File: config.mk
export PLATFORM = sky130hd
export DESIGN_NAME = timer16_oneshot_continuous
export DESIGN_NICKNAME = d
export VERILOG_FILES = /design/src/core/timer16_pkg.sv /design/src/core/timer16_oneshot_continuous.sv
export SDC_FILE = /design/constraint.sdc
export NUM_CORES = 1
export LEC_CHECK = 0
export ABC_AREA = 1
export ABC_CLOCK_PERIOD_IN_PS = 6000
export BUFFER_PORTS_ARGS = -buffer_cell sky130_fd_sc_hd__clkbuf_2
export CAP_MARGIN = 20
export CORE_AREA = 8 8 118 93
export DETAILED_ROUTE_END_ITERATION = 6
export DIE_AREA = 0 0 126 101
export PLACE_DENSITY = 0.65
export SLEW_MARGIN = 20
export SYNTH_ARGS = -nofsm -noshare
export SYNTH_HDL_FRONTEND = slang
export SYNTH_SLANG_ARGS = --single-unit
File: constraint.sdc
create_clock -name ref_clk -period 6 [get_ports ref_clk]
set_input_delay 0.3 -clock ref_clk [delete_from_list [all_inputs] [get_ports ref_clk]]
set_output_delay 0.3 -clock ref_clk [all_outputs]
set_load 0.1 [all_outputs]
File: src/core/timer16_pkg.sv
// Constants shared by the 16-bit one-shot/continuous timer.
// Assumes a single 40 MHz clock and a simple strobed register port.
package timer16_pkg;
	localparam int unsigned CLK_HZ = 40000000;
	localparam logic [3:0] OFS_CTRL = 4'h0;
	localparam logic [3:0] OFS_CNT_HI = 4'h1;
	localparam logic [3:0] OFS_CNT_LO = 4'h2;
	localparam logic [3:0] OFS_RLD_HI = 4'h3;
	localparam logic [3:0] OFS_RLD_LO = 4'h4;
	localparam logic [3:0] OFS_STATUS = 4'h5;
	localparam logic [3:0] OFS_MASK = 4'h6;
	localparam logic [3:0] OFS_ALTF = 4'h7;
	// Control bits
	localparam int CTRL_EN = 7;
	localparam int CTRL_CONT = 6;
	localparam int CTRL_INITLVL = 5;
	localparam int CTRL_PRE_LSB = 0;
	localparam logic [7:0] CTRL_RST = 8'h00;
	localparam logic [15:0] COUNT_RST = 16'h0000;
	localparam logic [15:0] COUNT_RELOAD = 16'h0001;
	localparam logic [15:0] RELOAD_RST = 16'h0000;
	localparam logic [6:0] PRESCALE_RST = 7'h00;
	// Reload zero spans the whole count range
	localparam logic [16:0] FULL_SPAN = 17'h10000;
	localparam int ST_MATCH = 0;
	localparam int ST_WRAP = 1;
endpackage

File: src/core/timer16_oneshot_continuous.sv
// 16-bit up-counting timer with prescaler, one-shot and continuous modes.
// Assumes a register master with one-cycle strobes and synchronous pins.
//
// Strobed register access and the placing of the registers are this design's own decisions.
`timescale 1ns/1ps

module timer16_oneshot_continuous (
	// Clock and reset
	input wire logic ref_clk,
	input wire logic arst_n,
	// Register port
	input wire logic [3:0] regAddr,
	input wire logic [7:0] regWdata,
	input wire logic regWr,
	input wire logic regRd,
	output logic [7:0] regRdata,
	// Pins
	input wire logic timer_input_pin,
	input wire logic portDirOe,
	input wire logic portDataOut,
	output logic timer_output_pin,
	output logic timer_output_pin_oe,
	// Interrupts
	output logic irqPulse,
	output logic irq
);
	logic [7:0] ctrl_q;
	logic [15:0] count_q;
	logic [15:0] reload_q;
	logic [6:0] pre_q;
	logic [1:0] status_q;
	logic [1:0] mask_q;
	logic [7:0] alt_func_select_lo_q;
	logic outLvl_q;
	logic enable;
	logic tick;
	logic match;
	logic [6:0] preMask;

	assign enable = ctrl_q[timer16_pkg::CTRL_EN];

	function automatic logic [6:0] pre_mask_of(input logic [2:0] sel);
		pre_mask_of = 7'(({7'h00, 1'b1} << sel) - 8'h01);
	endfunction

	assign preMask = pre_mask_of(ctrl_q[timer16_pkg::CTRL_PRE_LSB +: 3]);
	// Input pin deliberately unused: only the system clock drives counting
	assign tick = enable && ((pre_q & preMask) == preMask);
	// Reload zero matches at a full 65536 span since the count rolls back to 0000H
	assign match = tick && (count_q == reload_q);

	// Prescaler
	always_ff @(posedge ref_clk or negedge arst_n) begin
		if (!arst_n) begin
			pre_q <= timer16_pkg::PRESCALE_RST;
		end else if (!enable || tick) begin
			pre_q <= timer16_pkg::PRESCALE_RST;
		end else begin
			pre_q <= 7'(pre_q + 7'h01);
		end
	end

	// Counter
	always_ff @(posedge ref_clk or negedge arst_n) begin
		if (!arst_n) begin
			count_q <= timer16_pkg::COUNT_RST;
		end else if (regWr && regAddr == timer16_pkg::OFS_CNT_HI) begin
			count_q[15:8] <= regWdata;
		end else if (regWr && regAddr == timer16_pkg::OFS_CNT_LO) begin
			count_q[7:0] <= regWdata;
		end else if (match) begin
			count_q <= timer16_pkg::COUNT_RELOAD;
		end else if (tick) begin
			count_q <= 16'(count_q + 16'h0001);
		end
	end

	// Control: a software write beats the one-shot self-disable
	always_ff @(posedge ref_clk or negedge arst_n) begin
		if (!arst_n) begin
			ctrl_q <= timer16_pkg::CTRL_RST;
		end else if (regWr && regAddr == timer16_pkg::OFS_CTRL) begin
			ctrl_q <= regWdata;
		end else if (match && !ctrl_q[timer16_pkg::CTRL_CONT]) begin
			ctrl_q[timer16_pkg::CTRL_EN] <= 1'b0;
		end
	end

	// Reload value, written byte by byte
	always_ff @(posedge ref_clk or negedge arst_n) begin
		if (!arst_n) begin
			reload_q <= timer16_pkg::RELOAD_RST;
		end else if (regWr && regAddr == timer16_pkg::OFS_RLD_HI) begin
			reload_q[15:8] <= regWdata;
		end else if (regWr && regAddr == timer16_pkg::OFS_RLD_LO) begin
			reload_q[7:0] <= regWdata;
		end
	end

	// Alternate function select
	always_ff @(posedge ref_clk or negedge arst_n) begin
		if (!arst_n) begin
			alt_func_select_lo_q <= 8'h00;
		end else if (regWr && regAddr == timer16_pkg::OFS_ALTF) begin
			alt_func_select_lo_q <= regWdata;
		end
	end

	// Interrupt mask
	always_ff @(posedge ref_clk or negedge arst_n) begin
		if (!arst_n) begin
			mask_q <= 2'h0;
		end else if (regWr && regAddr == timer16_pkg::OFS_MASK) begin
			mask_q <= regWdata[1:0];
		end
	end

	// Sticky status: a set in the same cycle wins over a write-one clear
	logic [1:0] stSet;
	logic stClrWr;
	assign stSet[timer16_pkg::ST_MATCH] = match;
	assign stSet[timer16_pkg::ST_WRAP] = tick && !match && count_q == 16'hFFFF;
	assign stClrWr = regWr && regAddr == timer16_pkg::OFS_STATUS;
	for (genvar i = 0; i < 2; i++) begin : g_status
		always_ff @(posedge ref_clk or negedge arst_n) begin
			if (!arst_n) begin
				status_q[i] <= 1'b0;
			end else if (stSet[i]) begin
				status_q[i] <= 1'b1;
			end else if (stClrWr && regWdata[i]) begin
				status_q[i] <= 1'b0;
			end
		end
	end

	// Read data
	always_ff @(posedge ref_clk or negedge arst_n) begin
		if (!arst_n) begin
			regRdata <= 8'h00;
		end else if (regRd) begin
			unique case (regAddr)
				timer16_pkg::OFS_CTRL: regRdata <= ctrl_q;
				timer16_pkg::OFS_CNT_HI: regRdata <= count_q[15:8];
				timer16_pkg::OFS_CNT_LO: regRdata <= count_q[7:0];
				timer16_pkg::OFS_RLD_HI: regRdata <= reload_q[15:8];
				timer16_pkg::OFS_RLD_LO: regRdata <= reload_q[7:0];
				timer16_pkg::OFS_STATUS: regRdata <= {6'h00, status_q};
				timer16_pkg::OFS_MASK: regRdata <= {6'h00, mask_q};
				timer16_pkg::OFS_ALTF: regRdata <= alt_func_select_lo_q;
				default: regRdata <= 8'h00;
			endcase
		end else begin
			regRdata <= 8'h00;
		end
	end

	// Output pin: level set by software, inverted one cycle per one-shot match
	always_ff @(posedge ref_clk or negedge arst_n) begin
		if (!arst_n) begin
			outLvl_q <= 1'b0;
			timer_output_pin <= 1'b0;
			timer_output_pin_oe <= 1'b0;
		end else begin
			outLvl_q <= ctrl_q[timer16_pkg::CTRL_INITLVL];
			if (alt_func_select_lo_q[0]) begin
				timer_output_pin_oe <= 1'b1;
				timer_output_pin <= (match && !ctrl_q[timer16_pkg::CTRL_CONT]) ? !outLvl_q : outLvl_q;
			end else begin
				timer_output_pin_oe <= portDirOe;
				timer_output_pin <= portDataOut;
			end
		end
	end

	// Interrupt outputs
	always_ff @(posedge ref_clk or negedge arst_n) begin
		if (!arst_n) begin
			irqPulse <= 1'b0;
			irq <= 1'b0;
		end else begin
			irqPulse <= match;
			irq <= |(status_q & mask_q);
		end
	end

	logic unusedPin;
	assign unusedPin = timer_input_pin;

	// Checker helper: cycles between reloads, valid only across untouched continuous passes
	logic [23:0] gapCnt_q;
	logic gapValid_q;
	logic [23:0] gapExpect;
	assign gapExpect = (reload_q == 16'h0000) ?
		(24'(timer16_pkg::FULL_SPAN) << ctrl_q[timer16_pkg::CTRL_PRE_LSB +: 3]) :
		(24'(reload_q) << ctrl_q[timer16_pkg::CTRL_PRE_LSB +: 3]);
	always_ff @(posedge ref_clk or negedge arst_n) begin
		if (!arst_n) begin
			gapCnt_q <= 24'h000000;
			gapValid_q <= 1'b0;
		end else if (regWr) begin
			gapValid_q <= 1'b0;
		end else if (match) begin
			gapCnt_q <= 24'h000001;
			gapValid_q <= ctrl_q[timer16_pkg::CTRL_CONT];
		end else begin
			gapCnt_q <= 24'(gapCnt_q + 24'h000001);
		end
	end

	a_oneshot_disable: assert property (@(posedge ref_clk) disable iff (!arst_n)
		match && !ctrl_q[timer16_pkg::CTRL_CONT] && !regWr |=> !enable)
		else $error("one-shot did not disable");
	a_reload_value: assert property (@(posedge ref_clk) disable iff (!arst_n)
		match && !regWr |=> count_q == 16'h0001)
		else $error("count not reloaded to 1");
	a_wrap_zero: assert property (@(posedge ref_clk) disable iff (!arst_n)
		tick && !match && count_q == 16'hFFFF && !regWr |=> count_q == 16'h0000)
		else $error("counter did not wrap");
	a_count_step: assert property (@(posedge ref_clk) disable iff (!arst_n)
		tick && !match && !regWr |=> count_q == 16'($past(count_q) + 16'h0001))
		else $error("count did not step");
	a_hold_idle: assert property (@(posedge ref_clk) disable iff (!arst_n)
		!tick && !regWr |=> $stable(count_q))
		else $error("count moved without tick");
	a_pre_clear: assert property (@(posedge ref_clk) disable iff (!arst_n)
		!enable |=> pre_q == 7'h00)
		else $error("prescaler not cleared");
	a_irq_pulse: assert property (@(posedge ref_clk) disable iff (!arst_n)
		!match |=> !irqPulse)
		else $error("irq pulse without match");
	a_irq_follows: assert property (@(posedge ref_clk) disable iff (!arst_n)
		match |=> irqPulse)
		else $error("irq missing after match");
	a_pin_restore: assert property (@(posedge ref_clk) disable iff (!arst_n)
		alt_func_select_lo_q[0] && match && !ctrl_q[timer16_pkg::CTRL_CONT] && !regWr
		|=> timer_output_pin != outLvl_q ##1 timer_output_pin == $past(outLvl_q))
		else $error("pin did not pulse once");
	a_pin_dir: assert property (@(posedge ref_clk) disable iff (!arst_n)
		alt_func_select_lo_q[0] |=> timer_output_pin_oe)
		else $error("alt function lost direction");
	a_tick_div1: assert property (@(posedge ref_clk) disable iff (!arst_n)
		enable && ctrl_q[2:0] == 3'h0 |-> tick)
		else $error("prescale 1 missed tick");

	// Period, interrupt and register side checks
	a_cont_period: assert property (@(posedge ref_clk) disable iff (!arst_n)
		match && gapValid_q |-> gapCnt_q == gapExpect)
		else $error("continuous period wrong");
	a_cont_keep_en: assert property (@(posedge ref_clk) disable iff (!arst_n)
		match && ctrl_q[timer16_pkg::CTRL_CONT] && !regWr |=> enable)
		else $error("continuous mode stopped");
	a_tick_gated: assert property (@(posedge ref_clk) disable iff (!arst_n)
		!enable |-> !tick)
		else $error("tick while disabled");
	a_pre_step: assert property (@(posedge ref_clk) disable iff (!arst_n)
		enable && !tick |=> pre_q == 7'($past(pre_q) + 7'h01))
		else $error("prescaler did not step");
	a_irq_raise: assert property (@(posedge ref_clk) disable iff (!arst_n)
		|(status_q & mask_q) |=> irq)
		else $error("irq level missing");
	a_irq_drop: assert property (@(posedge ref_clk) disable iff (!arst_n)
		!(|(status_q & mask_q)) |=> !irq)
		else $error("irq level without cause");
	a_status_set: assert property (@(posedge ref_clk) disable iff (!arst_n)
		match |=> status_q[timer16_pkg::ST_MATCH])
		else $error("match status not set");
	a_status_hold: assert property (@(posedge ref_clk) disable iff (!arst_n)
		status_q[0] && !(stClrWr && regWdata[0]) |=> status_q[0])
		else $error("match status lost");
	a_status_clear: assert property (@(posedge ref_clk) disable iff (!arst_n)
		stClrWr && regWdata[0] && !match |=> !status_q[0])
		else $error("match status not cleared");
	a_wrap_flag: assert property (@(posedge ref_clk) disable iff (!arst_n)
		tick && !match && count_q == 16'hFFFF |=> status_q[timer16_pkg::ST_WRAP])
		else $error("wrap status not set");
	a_rdata_idle: assert property (@(posedge ref_clk) disable iff (!arst_n)
		!regRd |=> regRdata == 8'h00)
		else $error("read data without read");
	a_rdata_cnt_hi: assert property (@(posedge ref_clk) disable iff (!arst_n)
		regRd && regAddr == timer16_pkg::OFS_CNT_HI |=> regRdata == $past(count_q[15:8]))
		else $error("count high byte read wrong");
	a_rdata_cnt_lo: assert property (@(posedge ref_clk) disable iff (!arst_n)
		regRd && regAddr == timer16_pkg::OFS_CNT_LO |=> regRdata == $past(count_q[7:0]))
		else $error("count low byte read wrong");
	a_cnt_hi_write: assert property (@(posedge ref_clk) disable iff (!arst_n)
		regWr && regAddr == timer16_pkg::OFS_CNT_HI |=> count_q[15:8] == $past(regWdata))
		else $error("count high byte write lost");
	a_cnt_lo_write: assert property (@(posedge ref_clk) disable iff (!arst_n)
		regWr && regAddr == timer16_pkg::OFS_CNT_LO |=> count_q[7:0] == $past(regWdata))
		else $error("count low byte write lost");
	a_ctrl_write: assert property (@(posedge ref_clk) disable iff (!arst_n)
		regWr && regAddr == timer16_pkg::OFS_CTRL |=> ctrl_q == $past(regWdata))
		else $error("control write lost");
	a_rld_hi_write: assert property (@(posedge ref_clk) disable iff (!arst_n)
		regWr && regAddr == timer16_pkg::OFS_RLD_HI |=> reload_q[15:8] == $past(regWdata))
		else $error("reload high byte write lost");
	a_rld_lo_write: assert property (@(posedge ref_clk) disable iff (!arst_n)
		regWr && regAddr == timer16_pkg::OFS_RLD_LO |=> reload_q[7:0] == $past(regWdata))
		else $error("reload low byte write lost");
	a_altf_write: assert property (@(posedge ref_clk) disable iff (!arst_n)
		regWr && regAddr == timer16_pkg::OFS_ALTF |=> alt_func_select_lo_q == $past(regWdata))
		else $error("alternate function write lost");
	a_mask_write: assert property (@(posedge ref_clk) disable iff (!arst_n)
		regWr && regAddr == timer16_pkg::OFS_MASK |=> mask_q == $past(regWdata[1:0]))
		else $error("mask write lost");
	a_pin_cont: assert property (@(posedge ref_clk) disable iff (!arst_n)
		alt_func_select_lo_q[0] && ctrl_q[timer16_pkg::CTRL_CONT] |=> timer_output_pin == $past(outLvl_q))
		else $error("pin moved in continuous mode");
	a_port_oe: assert property (@(posedge ref_clk) disable iff (!arst_n)
		!alt_func_select_lo_q[0] |=> timer_output_pin_oe == $past(portDirOe))
		else $error("port direction not passed");
	a_port_data: assert property (@(posedge ref_clk) disable iff (!arst_n)
		!alt_func_select_lo_q[0] |=> timer_output_pin == $past(portDataOut))
		else $error("port data not passed");

	c_oneshot: cover property (@(posedge ref_clk) disable iff (!arst_n)
		match && !ctrl_q[timer16_pkg::CTRL_CONT]);
	c_cont: cover property (@(posedge ref_clk) disable iff (!arst_n)
		match && ctrl_q[timer16_pkg::CTRL_CONT]);
	c_wrap: cover property (@(posedge ref_clk) disable iff (!arst_n)
		status_q[timer16_pkg::ST_WRAP]);
	c_irq: cover property (@(posedge ref_clk) disable iff (!arst_n) irq);
	c_period: cover property (@(posedge ref_clk) disable iff (!arst_n)
		match && gapValid_q);
endmodule

Word-level counts from Yosys, hierarchy flattened --
Cells that the tools add are included.
Storage, ports and cells: register bits 72, bits in latches 0, memory bits (writable) 0, ROM bits 0, bits of input ports 19, output and inout bits 12, word-level logic and storage cells 83, memories 0
Cells by class: add/sub/neg operators 3, multipliers 0, div/mod/pow operators 0, magnitude comparators 0, equality and inequality tests 11, shift-type cells 1, muxes and demuxes 17, bitwise logic cells 4, reduce and logical (&&, ||, !) cells 30
Operators by type and width (number):
- 8-bit one-hot mux with 8 select lines | 1
- 16-bit two-way mux | 2
- 8-bit two-way mux | 4
- 16-bit by 1-bit adder with 16-bit output (second input constant) | 1
- 16-bit equality test | 1
- 16-bit equality test (second input constant) | 1
- 4-bit by 3-bit equality test with 1-bit output (second input constant) | 4
- 1-bit logical AND | 15
- 1-bit two-way mux | 9
- 4-bit by 2-bit equality test with 1-bit output (second input constant) | 2
- 7-bit by 1-bit adder with 7-bit output (second input constant) | 1
- 7-bit AND | 1
- 7-bit equality test | 1
- 7-bit two-way mux | 1
- 1-bit by 3-bit << shifter with 7-bit output (first input constant) | 1
- 7-bit by 1-bit subtractor with 7-bit output (second input constant) | 1
- 2-bit AND reduction | 3
- 2-bit nonzero test | 3
- 3-bit nonzero test | 2
- 4-bit by 1-bit equality test with 1-bit output (second input constant) | 1
- 1-bit logical NOT | 4
- 4-bit logical NOT | 1
- 2-bit AND | 1
- 2-bit inequality test (second input constant) | 1
- other kinds (3) | 4

Longest topological paths before layout --
Gate-level depths: netlist of run 1.
depth in word-level cells 10, mapped depth 15, gate-level depth less buffers 14

Least setup slack after synthesis of run 1 --
Ideal clock, no wire load.
kind reg-to-reg, start point reg ctrl_q[1], end point reg count_q[13], library setup time 0.116 ns, arrival time 1.868 ns, required time 5.884 ns, path slack 4.016 ns, stages on the path, launching flop included 16, path buffers 1, clock period less this slack 1.984 ns, cell sequence dfrtp_1 -> buf_6 -> nor2_4 -> nand2_2 -> ha_1 -> or2_2 -> nand2_2 -> nor2_2 -> nand2_2 -> nor2_4 -> nand2_4 -> nor2_2 -> nor2_4 -> inv_1 -> nand2_1 -> nand2_1
Between the ends: cells in the longest elaborated chain, start to end 9, elaborated cells on any way between the ends 11, classes of those cells add/sub: 1; eq/ne: 1; shift: 1; mux: 3; bitwise: 1; reduce/logical: 4
RTL lines:
- from (decl) | line timer16_oneshot_continuous.sv:27 | logic [7:0] ctrl_q;
- from (signal assigned) | line timer16_oneshot_continuous.sv:81 | ctrl_q <= timer16_pkg::CTRL_RST;
- from (signal assigned) | line timer16_oneshot_continuous.sv:83 | ctrl_q <= regWdata;
- 1-bit by 3-bit << shifter with 7-bit output (*) | line timer16_oneshot_continuous.sv:43 | pre_mask_of = 7'(({7'h00, 1'b1} << sel) - 8'h01);
- 7-bit by 1-bit subtractor with 7-bit output (*) | line timer16_oneshot_continuous.sv:43
- 7-bit AND | line timer16_oneshot_continuous.sv:48 | assign tick = enable && ((pre_q & preMask) == preMask);
- 7-bit equality test (*) | line timer16_oneshot_continuous.sv:48
- 1-bit logical AND (*) | line timer16_oneshot_continuous.sv:48
- 1-bit logical AND | line timer16_oneshot_continuous.sv:50 | assign match = tick && (count_q == reload_q);
- 16-bit two-way mux | line timer16_oneshot_continuous.sv:71 | end else if (match) begin
- 8-bit two-way mux | line timer16_oneshot_continuous.sv:69 | end else if (regWr && regAddr == timer16_pkg::OFS_CNT_LO) begin
- 8-bit two-way mux | line timer16_oneshot_continuous.sv:67 | end else if (regWr && regAddr == timer16_pkg::OFS_CNT_HI) begin
- to (signal assigned) | line timer16_oneshot_continuous.sv:66 | count_q <= timer16_pkg::COUNT_RST;
- to (signal assigned) | line timer16_oneshot_continuous.sv:68 | count_q[15:8] <= regWdata;
- to (signal assigned) | line timer16_oneshot_continuous.sv:72 | count_q <= timer16_pkg::COUNT_RELOAD;
- to (decl) | line timer16_oneshot_continuous.sv:28 | logic [15:0] count_q;
Mark *: on every way between the ends. The rest lies on a longest branch, timed or not. The select of a mux whose other input is x is not followed. A chain may end at the register's enable or synchronous reset.

Worst setup path after layout of run 1 --
Same ends and word-level chain as after synthesis.

==> out/results.tsv, run 1 <==
metric	value	unit
netlist_top_cells_count	179 x nand2_1, 72 x dfrtp_1, 54 x inv_1	
synth.most_common_cell	nand2_1	
syn_area	3993	um^2
yosys_warnings	0	
cpMostUsedCell	nand2_1	
layout-drive-gt1-share	13.29	%
swShare	36.61	%
cts_root_buf	clkbuf_16	
num_vias	3514	
power	1.852	mW
dieHeight	101	um
grt.busiest_layer	met2	
via_per_inst	5.229	
clk_latency	0.33	ns
drv_slew	0	
worstHoldPathType	in2async	
cts_tree	yes	
start_kind	register	
drc	0	
synthCells	522	
grt_max_degree	73	
drt-initial-drc-count	370	
p_leak	2.241	nW
synth-xor-area-share	5.265	%
syn-num-nets	544	
r2r_end	count_q[13]	
grt_setup_unrepaired	false	
max-vdd-ir-drop	172.8	uV
status	complete, no violations	
tightest_slew	0.9054	ns
syn2layout_area_growth	14.35	%
numClockSinks	72	
yosys.area_share.simple	30.74	%
maxCapViolations	0	
worstPathArrival	2.69	ns
r2r_slack	3.54	ns
drt-pass1-iter-count	6	
fin_crit	2.465	ns
clkTransAtPathRegs	0.06	ns
grt_pass1_wl	17930	um
cp_slowest_stage_delay	0.50	ns
antenna_found_initial	0	
post-synth-top-area-cell	dfrtp_1	
fin_crit_sh	41.08	%
ff2ff_path_depth	13	
dieArea	12730	um^2
intPower	1.174	mW
synth_compound_area_share	11.00	%
fmax	405.8	MHz
timing.rr.start	ctrl_q[1]	
p_sw	678.0	uW
io_buffers	29	
async_flop_share	100.0	%
cts_inserted_buffers	9	
num_rows	31	
crit_path_top_delay_cell	dfrtp_1	
routed_wl	10800	um
overflow	0	
p_clk_share	31.9	%
core_area	9231	um^2
synth_top_family_by_area	simple AND/OR/NAND/NOR gates	
place_hpwl	7866	um
finalHoldViolCount	0	
grt_util_all_layers	18.05	%
end_kind	register	
cts_hold_buf	0	
finClkSkew	0.004215	ns
cts_buffer_depth	2	
yosys-top-cells-area	dfrtp_1 45%, nand2_1 17%, o21ai_0 5.4%	
grt_pass1_vias	3481	
muxShareOfSynthArea	0	%
cts_resized	0	
critPathKind	reg2reg	
insertedDiodeCount	0	
post_drt_wl_per_cell	16.08	um
setup_viol_count_final	0	
yosys.area.top_type_share	45.13	%
synthDistinctLibCells	38	
use_met2	27.94	%
grt_util_met1	22.91	%
ys_seq_area_share	45.13	%
synth_enable_flop_cells	0	
ant_nets	0	
gp_congestion	0.9804	
cp.required	6.23	ns
tns	0	ns
power_density	405.6	nW/um^2
path_cells	nor2_4 > nand2_2 > ha_1 > nand2_1 > nand2_1 > nand3_1 > nand2_2 > nor2_4 > nand3_1 > nand3_1 > nand2_1 > nand2_1 > nand2_1	
maxSlewHeadroom	39.64	%
use_met3	6.554	%
power_frac_comb	27.7	%
yosys_register_bits	72	
io_pins	31	
die_width	126	um
fillerInstances	930	
ctsHtreeMaxLevel	3	
synth_adder_area_share	0.9401	%
syn_area_per_cell	7.649	um^2
cts_setup_buffers	0	
synth_flop_cell	dfrtp_1	
worstPathMaxFanout	11	
nets	575	
power_frac_seq	40.4	%
start_util	43.25	%
## metal layers
layer,part of all wire (%),wire length (um),up-vias
met4,1.4,147,0
met3,9.4,1016,14
met1,44,4772,1639
li1,-,-,1733
met2,45,4868,128
met5,0,0,-
## state kept, by name, indices dropped and copies added (netlist names), 2 cells and up
register	cells
mask_q	2
pre_q	7
regRdata	8
reload_q	16
status_q	2
ctrl_q	8
alt_func_select_lo_q	8
count_q	16
## worst max path at each step
stage,depth (start not counted),to,startpoint,slack (ns)
after global placement,13,count_q[13],ctrl_q[1],3.64
after CTS,13,count_q[13],ctrl_q[1],3.56
final,13,count_q[13],ctrl_q[1],3.54
after floorplan,15,count_q[13],ctrl_q[1],4.02
after detailed placement,13,count_q[13],ctrl_q[1],3.57
after global routing,13,count_q[3],ctrl_q[1],3.25
## metrics by stage
stage | setup WS, ns | utilization (%) | hold slack, ns | instance area, um^2 | instances
6_report | 3.535 | 49.46 | 0.09675 | 4566 | 672
5_1_grt | 3.249 | 49.46 | 0.1642 | 4566 | 672
4_1_cts | 3.562 | 49.46 | 0.1364 | 4566 | 672
3_5_place_dp | 3.575 | 45.89 | 0.4087 | 4237 | 657
3_3_place_gp | 3.635 | 45.89 | 0.3987 | 4237 | 657
2_1_floorplan | 4.016 | - | 0.004409 | 3993 | 522
## critical path: cells and delay by family, from the launching register on
kind / cells / cell delay [ns]
adders and majority gates: 1 / 0.26
and+or+nand+nor: 12 / 1.60
DFF: 1 / 0.50
## cell usage in the layout (no fill, tap or decap), drive strengths merged
cell type / synthesis / layout
and3: 1 / 1
nand2: 185 / 185
buf: 3 / 1
or2: 2 / 2
a221oi: 1 / 1
o2111ai: 1 / 1
a31oi: 2 / 2
nor2: 40 / 40
clkinvlp: 0 / 1
nand4: 6 / 6
a41oi: 5 / 5
o22ai: 4 / 4
xor2: 11 / 11
bufinv: 0 / 2
clkbuf: 6 / 39
ha: 3 / 3
a211oi: 1 / 1
dfrtp: 72 / 72
a22o: 3 / 3
o21ai: 45 / 45
o21bai: 1 / 1
a21o: 1 / 1
nor3b: 2 / 2
nor3: 7 / 7
a21oi: 11 / 11
nand3: 35 / 35
xnor2: 13 / 13
inv: 61 / 62
## layout make-up
type,count,area (um^2),share of cell area [%]
sequential,72,1802,39.46
clock buffer,11,252.7,5.536
multi-input combinational,380,1914,41.93
timing repair buffer,29,147.6,3.234
tap,115,143.9,3.152
clock inverter,4,76.32,1.672
inverter,61,229.0,5.015
## cell families after synthesis
kind of cell               Yosys count
AOI/OAI and AO/OA                   75
DFF                                 72
adders and majority gates            3
buffers and inverters               70
xor gates and xnor gates            24
and+or+nand+nor                    278
## power by group through the flow
stage,combinational (mW),sequential (mW),clock (mW)
after floorplan,0.372,0.750,0
after global placement,0.499,0.744,0
after detailed placement,0.510,0.749,0
after CTS,0.515,0.744,0.602
after global routing,0.591,0.764,0.620
final,0.513,0.748,0.591
Power figures use the tool's default switching activity.
==> run 2: changes to the inputs <==
--- a/config.mk
+++ b/config.mk
@@ -6,7 +6,7 @@
 export NUM_CORES = 1
 export LEC_CHECK = 0
 export ABC_AREA = 1
-export ABC_CLOCK_PERIOD_IN_PS = 6000
+export ABC_CLOCK_PERIOD_IN_PS = 2450
 export BUFFER_PORTS_ARGS = -buffer_cell sky130_fd_sc_hd__clkbuf_2
 export CAP_MARGIN = 20
 export CORE_AREA = 8 8 118 93
==> constraint.sdc (replaced) <==
create_clock -name ref_clk -period 2.45 [get_ports ref_clk]
set_input_delay 0.1225 -clock ref_clk [delete_from_list [all_inputs] [get_ports ref_clk]]
set_output_delay 0.1225 -clock ref_clk [all_outputs]
set_load 0.1 [all_outputs]
==> run 2 against run 1 <==
Compared with the run above:
- via count shrank 0.20%
- design area grew 1.9%
- global-route usage shrank 0.67 points
- worst hold slack lost 0.069 ns
- sequential cell count is the same
- count of clock-buffer cells in the layout shrank 1
- sequential power grew 140%
- non-clock buffer count grew 9
- largest cell class unchanged
- register-to-register slack lost 3.3 ns
- clock power grew 140%
- critical endpoint is now count_q[5]
==> out/results.tsv, run 2 (synthesis results as in run 1) <==
metric	value	unit	change
status	complete, no violations		unchanged
power_density	977.2	nW/um^2	was 405.6 nW/um^2
stdcell_count	682		was 672
setup_viol_count_final	0		unchanged
grt_util_all_layers	17.38	%	was 18.05%
fmax	456.8	MHz	was 405.8 MHz
grt_setup_unrepaired	false		unchanged
fin_crit_sh	89.35	%	was 41.08%
finClkSkew	0.007961	ns	was 0.004215 ns
r2r_end	count_q[5]		was count_q[13]
maxSlewHeadroom	38.95	%	was 39.64%
top_regs	count_q x16, reload_q x16		unchanged
drc	0		unchanged
antenna_found_initial	0		unchanged
start_util	43.25	%	unchanged
clk_latency	0.34	ns	was 0.33 ns
p_leak	2.294	nW	was 2.241 nW
drt-initial-drc-count	289		was 370
fin_crit	2.189	ns	was 2.465 ns
worstHoldPathType	in2reg		was in2async
path_cells	nor2_4 > nand2_2 > ha_1 > o21bai_1 > nand3_1 > nand2_2 > nor2_4 > nand2_4 > a21oi_4 > inv_2 > nand2_1 > nand2_1		was nor2_4 > nand2_2 > ha_1 > nand2_1 > nand2_1 > nand3_1 > nand2_2 > nor2_4 > nand3_1 > nand3_1 > nand2_1 > nand2_1 > nand2_1
mostFrequentLayoutCells	179 x nand2_1, 72 x dfrtp_1, 54 x inv_1		unchanged
cts_inserted_buffers	9		unchanged
dieArea	12730	um^2	unchanged
die_width	126	um	unchanged
endpoint	count_q[5]		was count_q[13]
maxCapViolations	0		unchanged
max-vdd-ir-drop	519.9	uV	was 172.8 uV
via_per_inst	5.142		was 5.229
layout-drive-gt1-share	14.29	%	was 13.29%
start_kind	register		unchanged
grt_pass1_wl	17170	um	was 17930 um
drt-pass1-iter-count	5		was 6
critPathKind	reg2reg		unchanged
post_drt_wl_per_cell	15.43	um	was 16.08 um
timing.rr.start	ctrl_q[1]		unchanged
place_hpwl	7788	um	was 7866 um
dieHeight	101	um	unchanged
io_buffers	29		unchanged
num_vias	3507		was 3514
cts_resized	0		unchanged
drv_slew	0		unchanged
tns	0	ns	unchanged
r2r_slack	0.26	ns	was 3.54 ns
grt_max_degree	73		unchanged
final_common_cell	nand2_1		unchanged
num_rows	31		unchanged
ant_nets	0		unchanged
crit_path_top_delay_cell	dfrtp_1		unchanged
numClockSinks	72		unchanged
ctsHtreeMaxLevel	3		unchanged
overflow	0		unchanged
worstPathArrival	2.42	ns	was 2.69 ns
power	4.549	mW	was 1.852 mW
worstPathMaxFanout	8		was 11
insertedDiodeCount	0		unchanged
gp_congestion	0.9815		was 0.9804
cp.required	2.68	ns	was 6.23 ns
syn2layout_area_growth	16.58	%	was 14.35%
dpl.cell_count	663		was 657
grt_pass1_vias	3345		was 3481
io_pins	31		unchanged
critPathLaunch	ctrl_q[1]		unchanged
end_kind	register		unchanged
clkTransAtPathRegs	0.06	ns	about the same
routed_wl	10520	um	was 10800 um
cts_buffer_depth	2		unchanged
timing.hold.ws	0.02745	ns	was 0.09675 ns
finalHoldViolCount	0		unchanged
core_area	9231	um^2	unchanged
nets	584		was 575
cts_root_buf	clkbuf_16		unchanged
cp_slowest_stage_delay	0.46	ns	was 0.50 ns
tightest_slew	0.9157	ns	was 0.9054 ns
ff2ff_path_depth	12		was 13
cts_tree	yes		unchanged
[run 2: how the worst min path moves through the flow]
stage / start / endpoint / slack [ns] / cells past startpoint
floorplan: arst_n / alt_func_select_lo_q[0] / -0.17 / 0
global placement: arst_n / irq / 0.31 / 1
detailed placement: arst_n / irq / 0.31 / 1
CTS: regWdata[0] / count_q[8] / 0.02 / 3
global route: regWdata[0] / count_q[8] / 0.03 / 3
finish: regWdata[0] / count_q[8] / 0.03 / 3
[run 2: cell type report]
class | instances | area, um^2
timing repair buffer | 38 | 235.2
inverter | 61 | 229.0
multi-input combinational | 380 | 1914
sequential | 72 | 1802
tap | 115 | 143.9
clock inverter | 6 | 91.34
fill | 899 | 4577
clock buffer | 10 | 239.0
[run 2: what timing repair did]
action	4_1_cts	5_1_grt
hold buffers	3	0
endpoints found under the setup margin	0	0
setup buffers	0	0
endpoints found under the hold margin	74	0
[run 2: critical path, delay by kind of cell, from the launching register on]
kind,cells,cell delay (ns)
AOI/OAI and AO/OA,2,0.44
adders and majority gates,1,0.25
buffers and inverters,1,0.14
DFF,1,0.46
and+or+nand+nor,8,0.76
[run 2: metrics by stage]
| step | area (um^2) | setup slack [ns] | utilization (%) |
|---|---|---|---|
| 2_1_floorplan | 3993 | 0.4658 | - |
| 4_1_cts | 4654 | 0.2900 | 50.42 |
| 3_5_place_dp | 4294 | 0.3118 | 46.52 |
| 5_1_grt | 4654 | 0.04108 | 50.42 |
| 3_3_place_gp | 4294 | 0.3428 | 46.52 |
| 6_report | 4654 | 0.2608 | 50.42 |
[run 2: where the power goes]
group / switching [mW] / total [mW] / internal [mW]
Combinational: 0.814 / 1.31 / 0.501
Clock: 0.514 / 1.44 / 0.924
Sequential: 0.336 / 1.80 / 1.46
Total: 1.66 / 4.55 / 2.89
[run 2: layer usage]
layer / GRT usage (%) / part of all wire, %
met2: 26.08 / 43
met5: 0 / 0
met3: 5.708 / 9.4
met4: 4.240 / 0.92
met1: 23.62 / 46
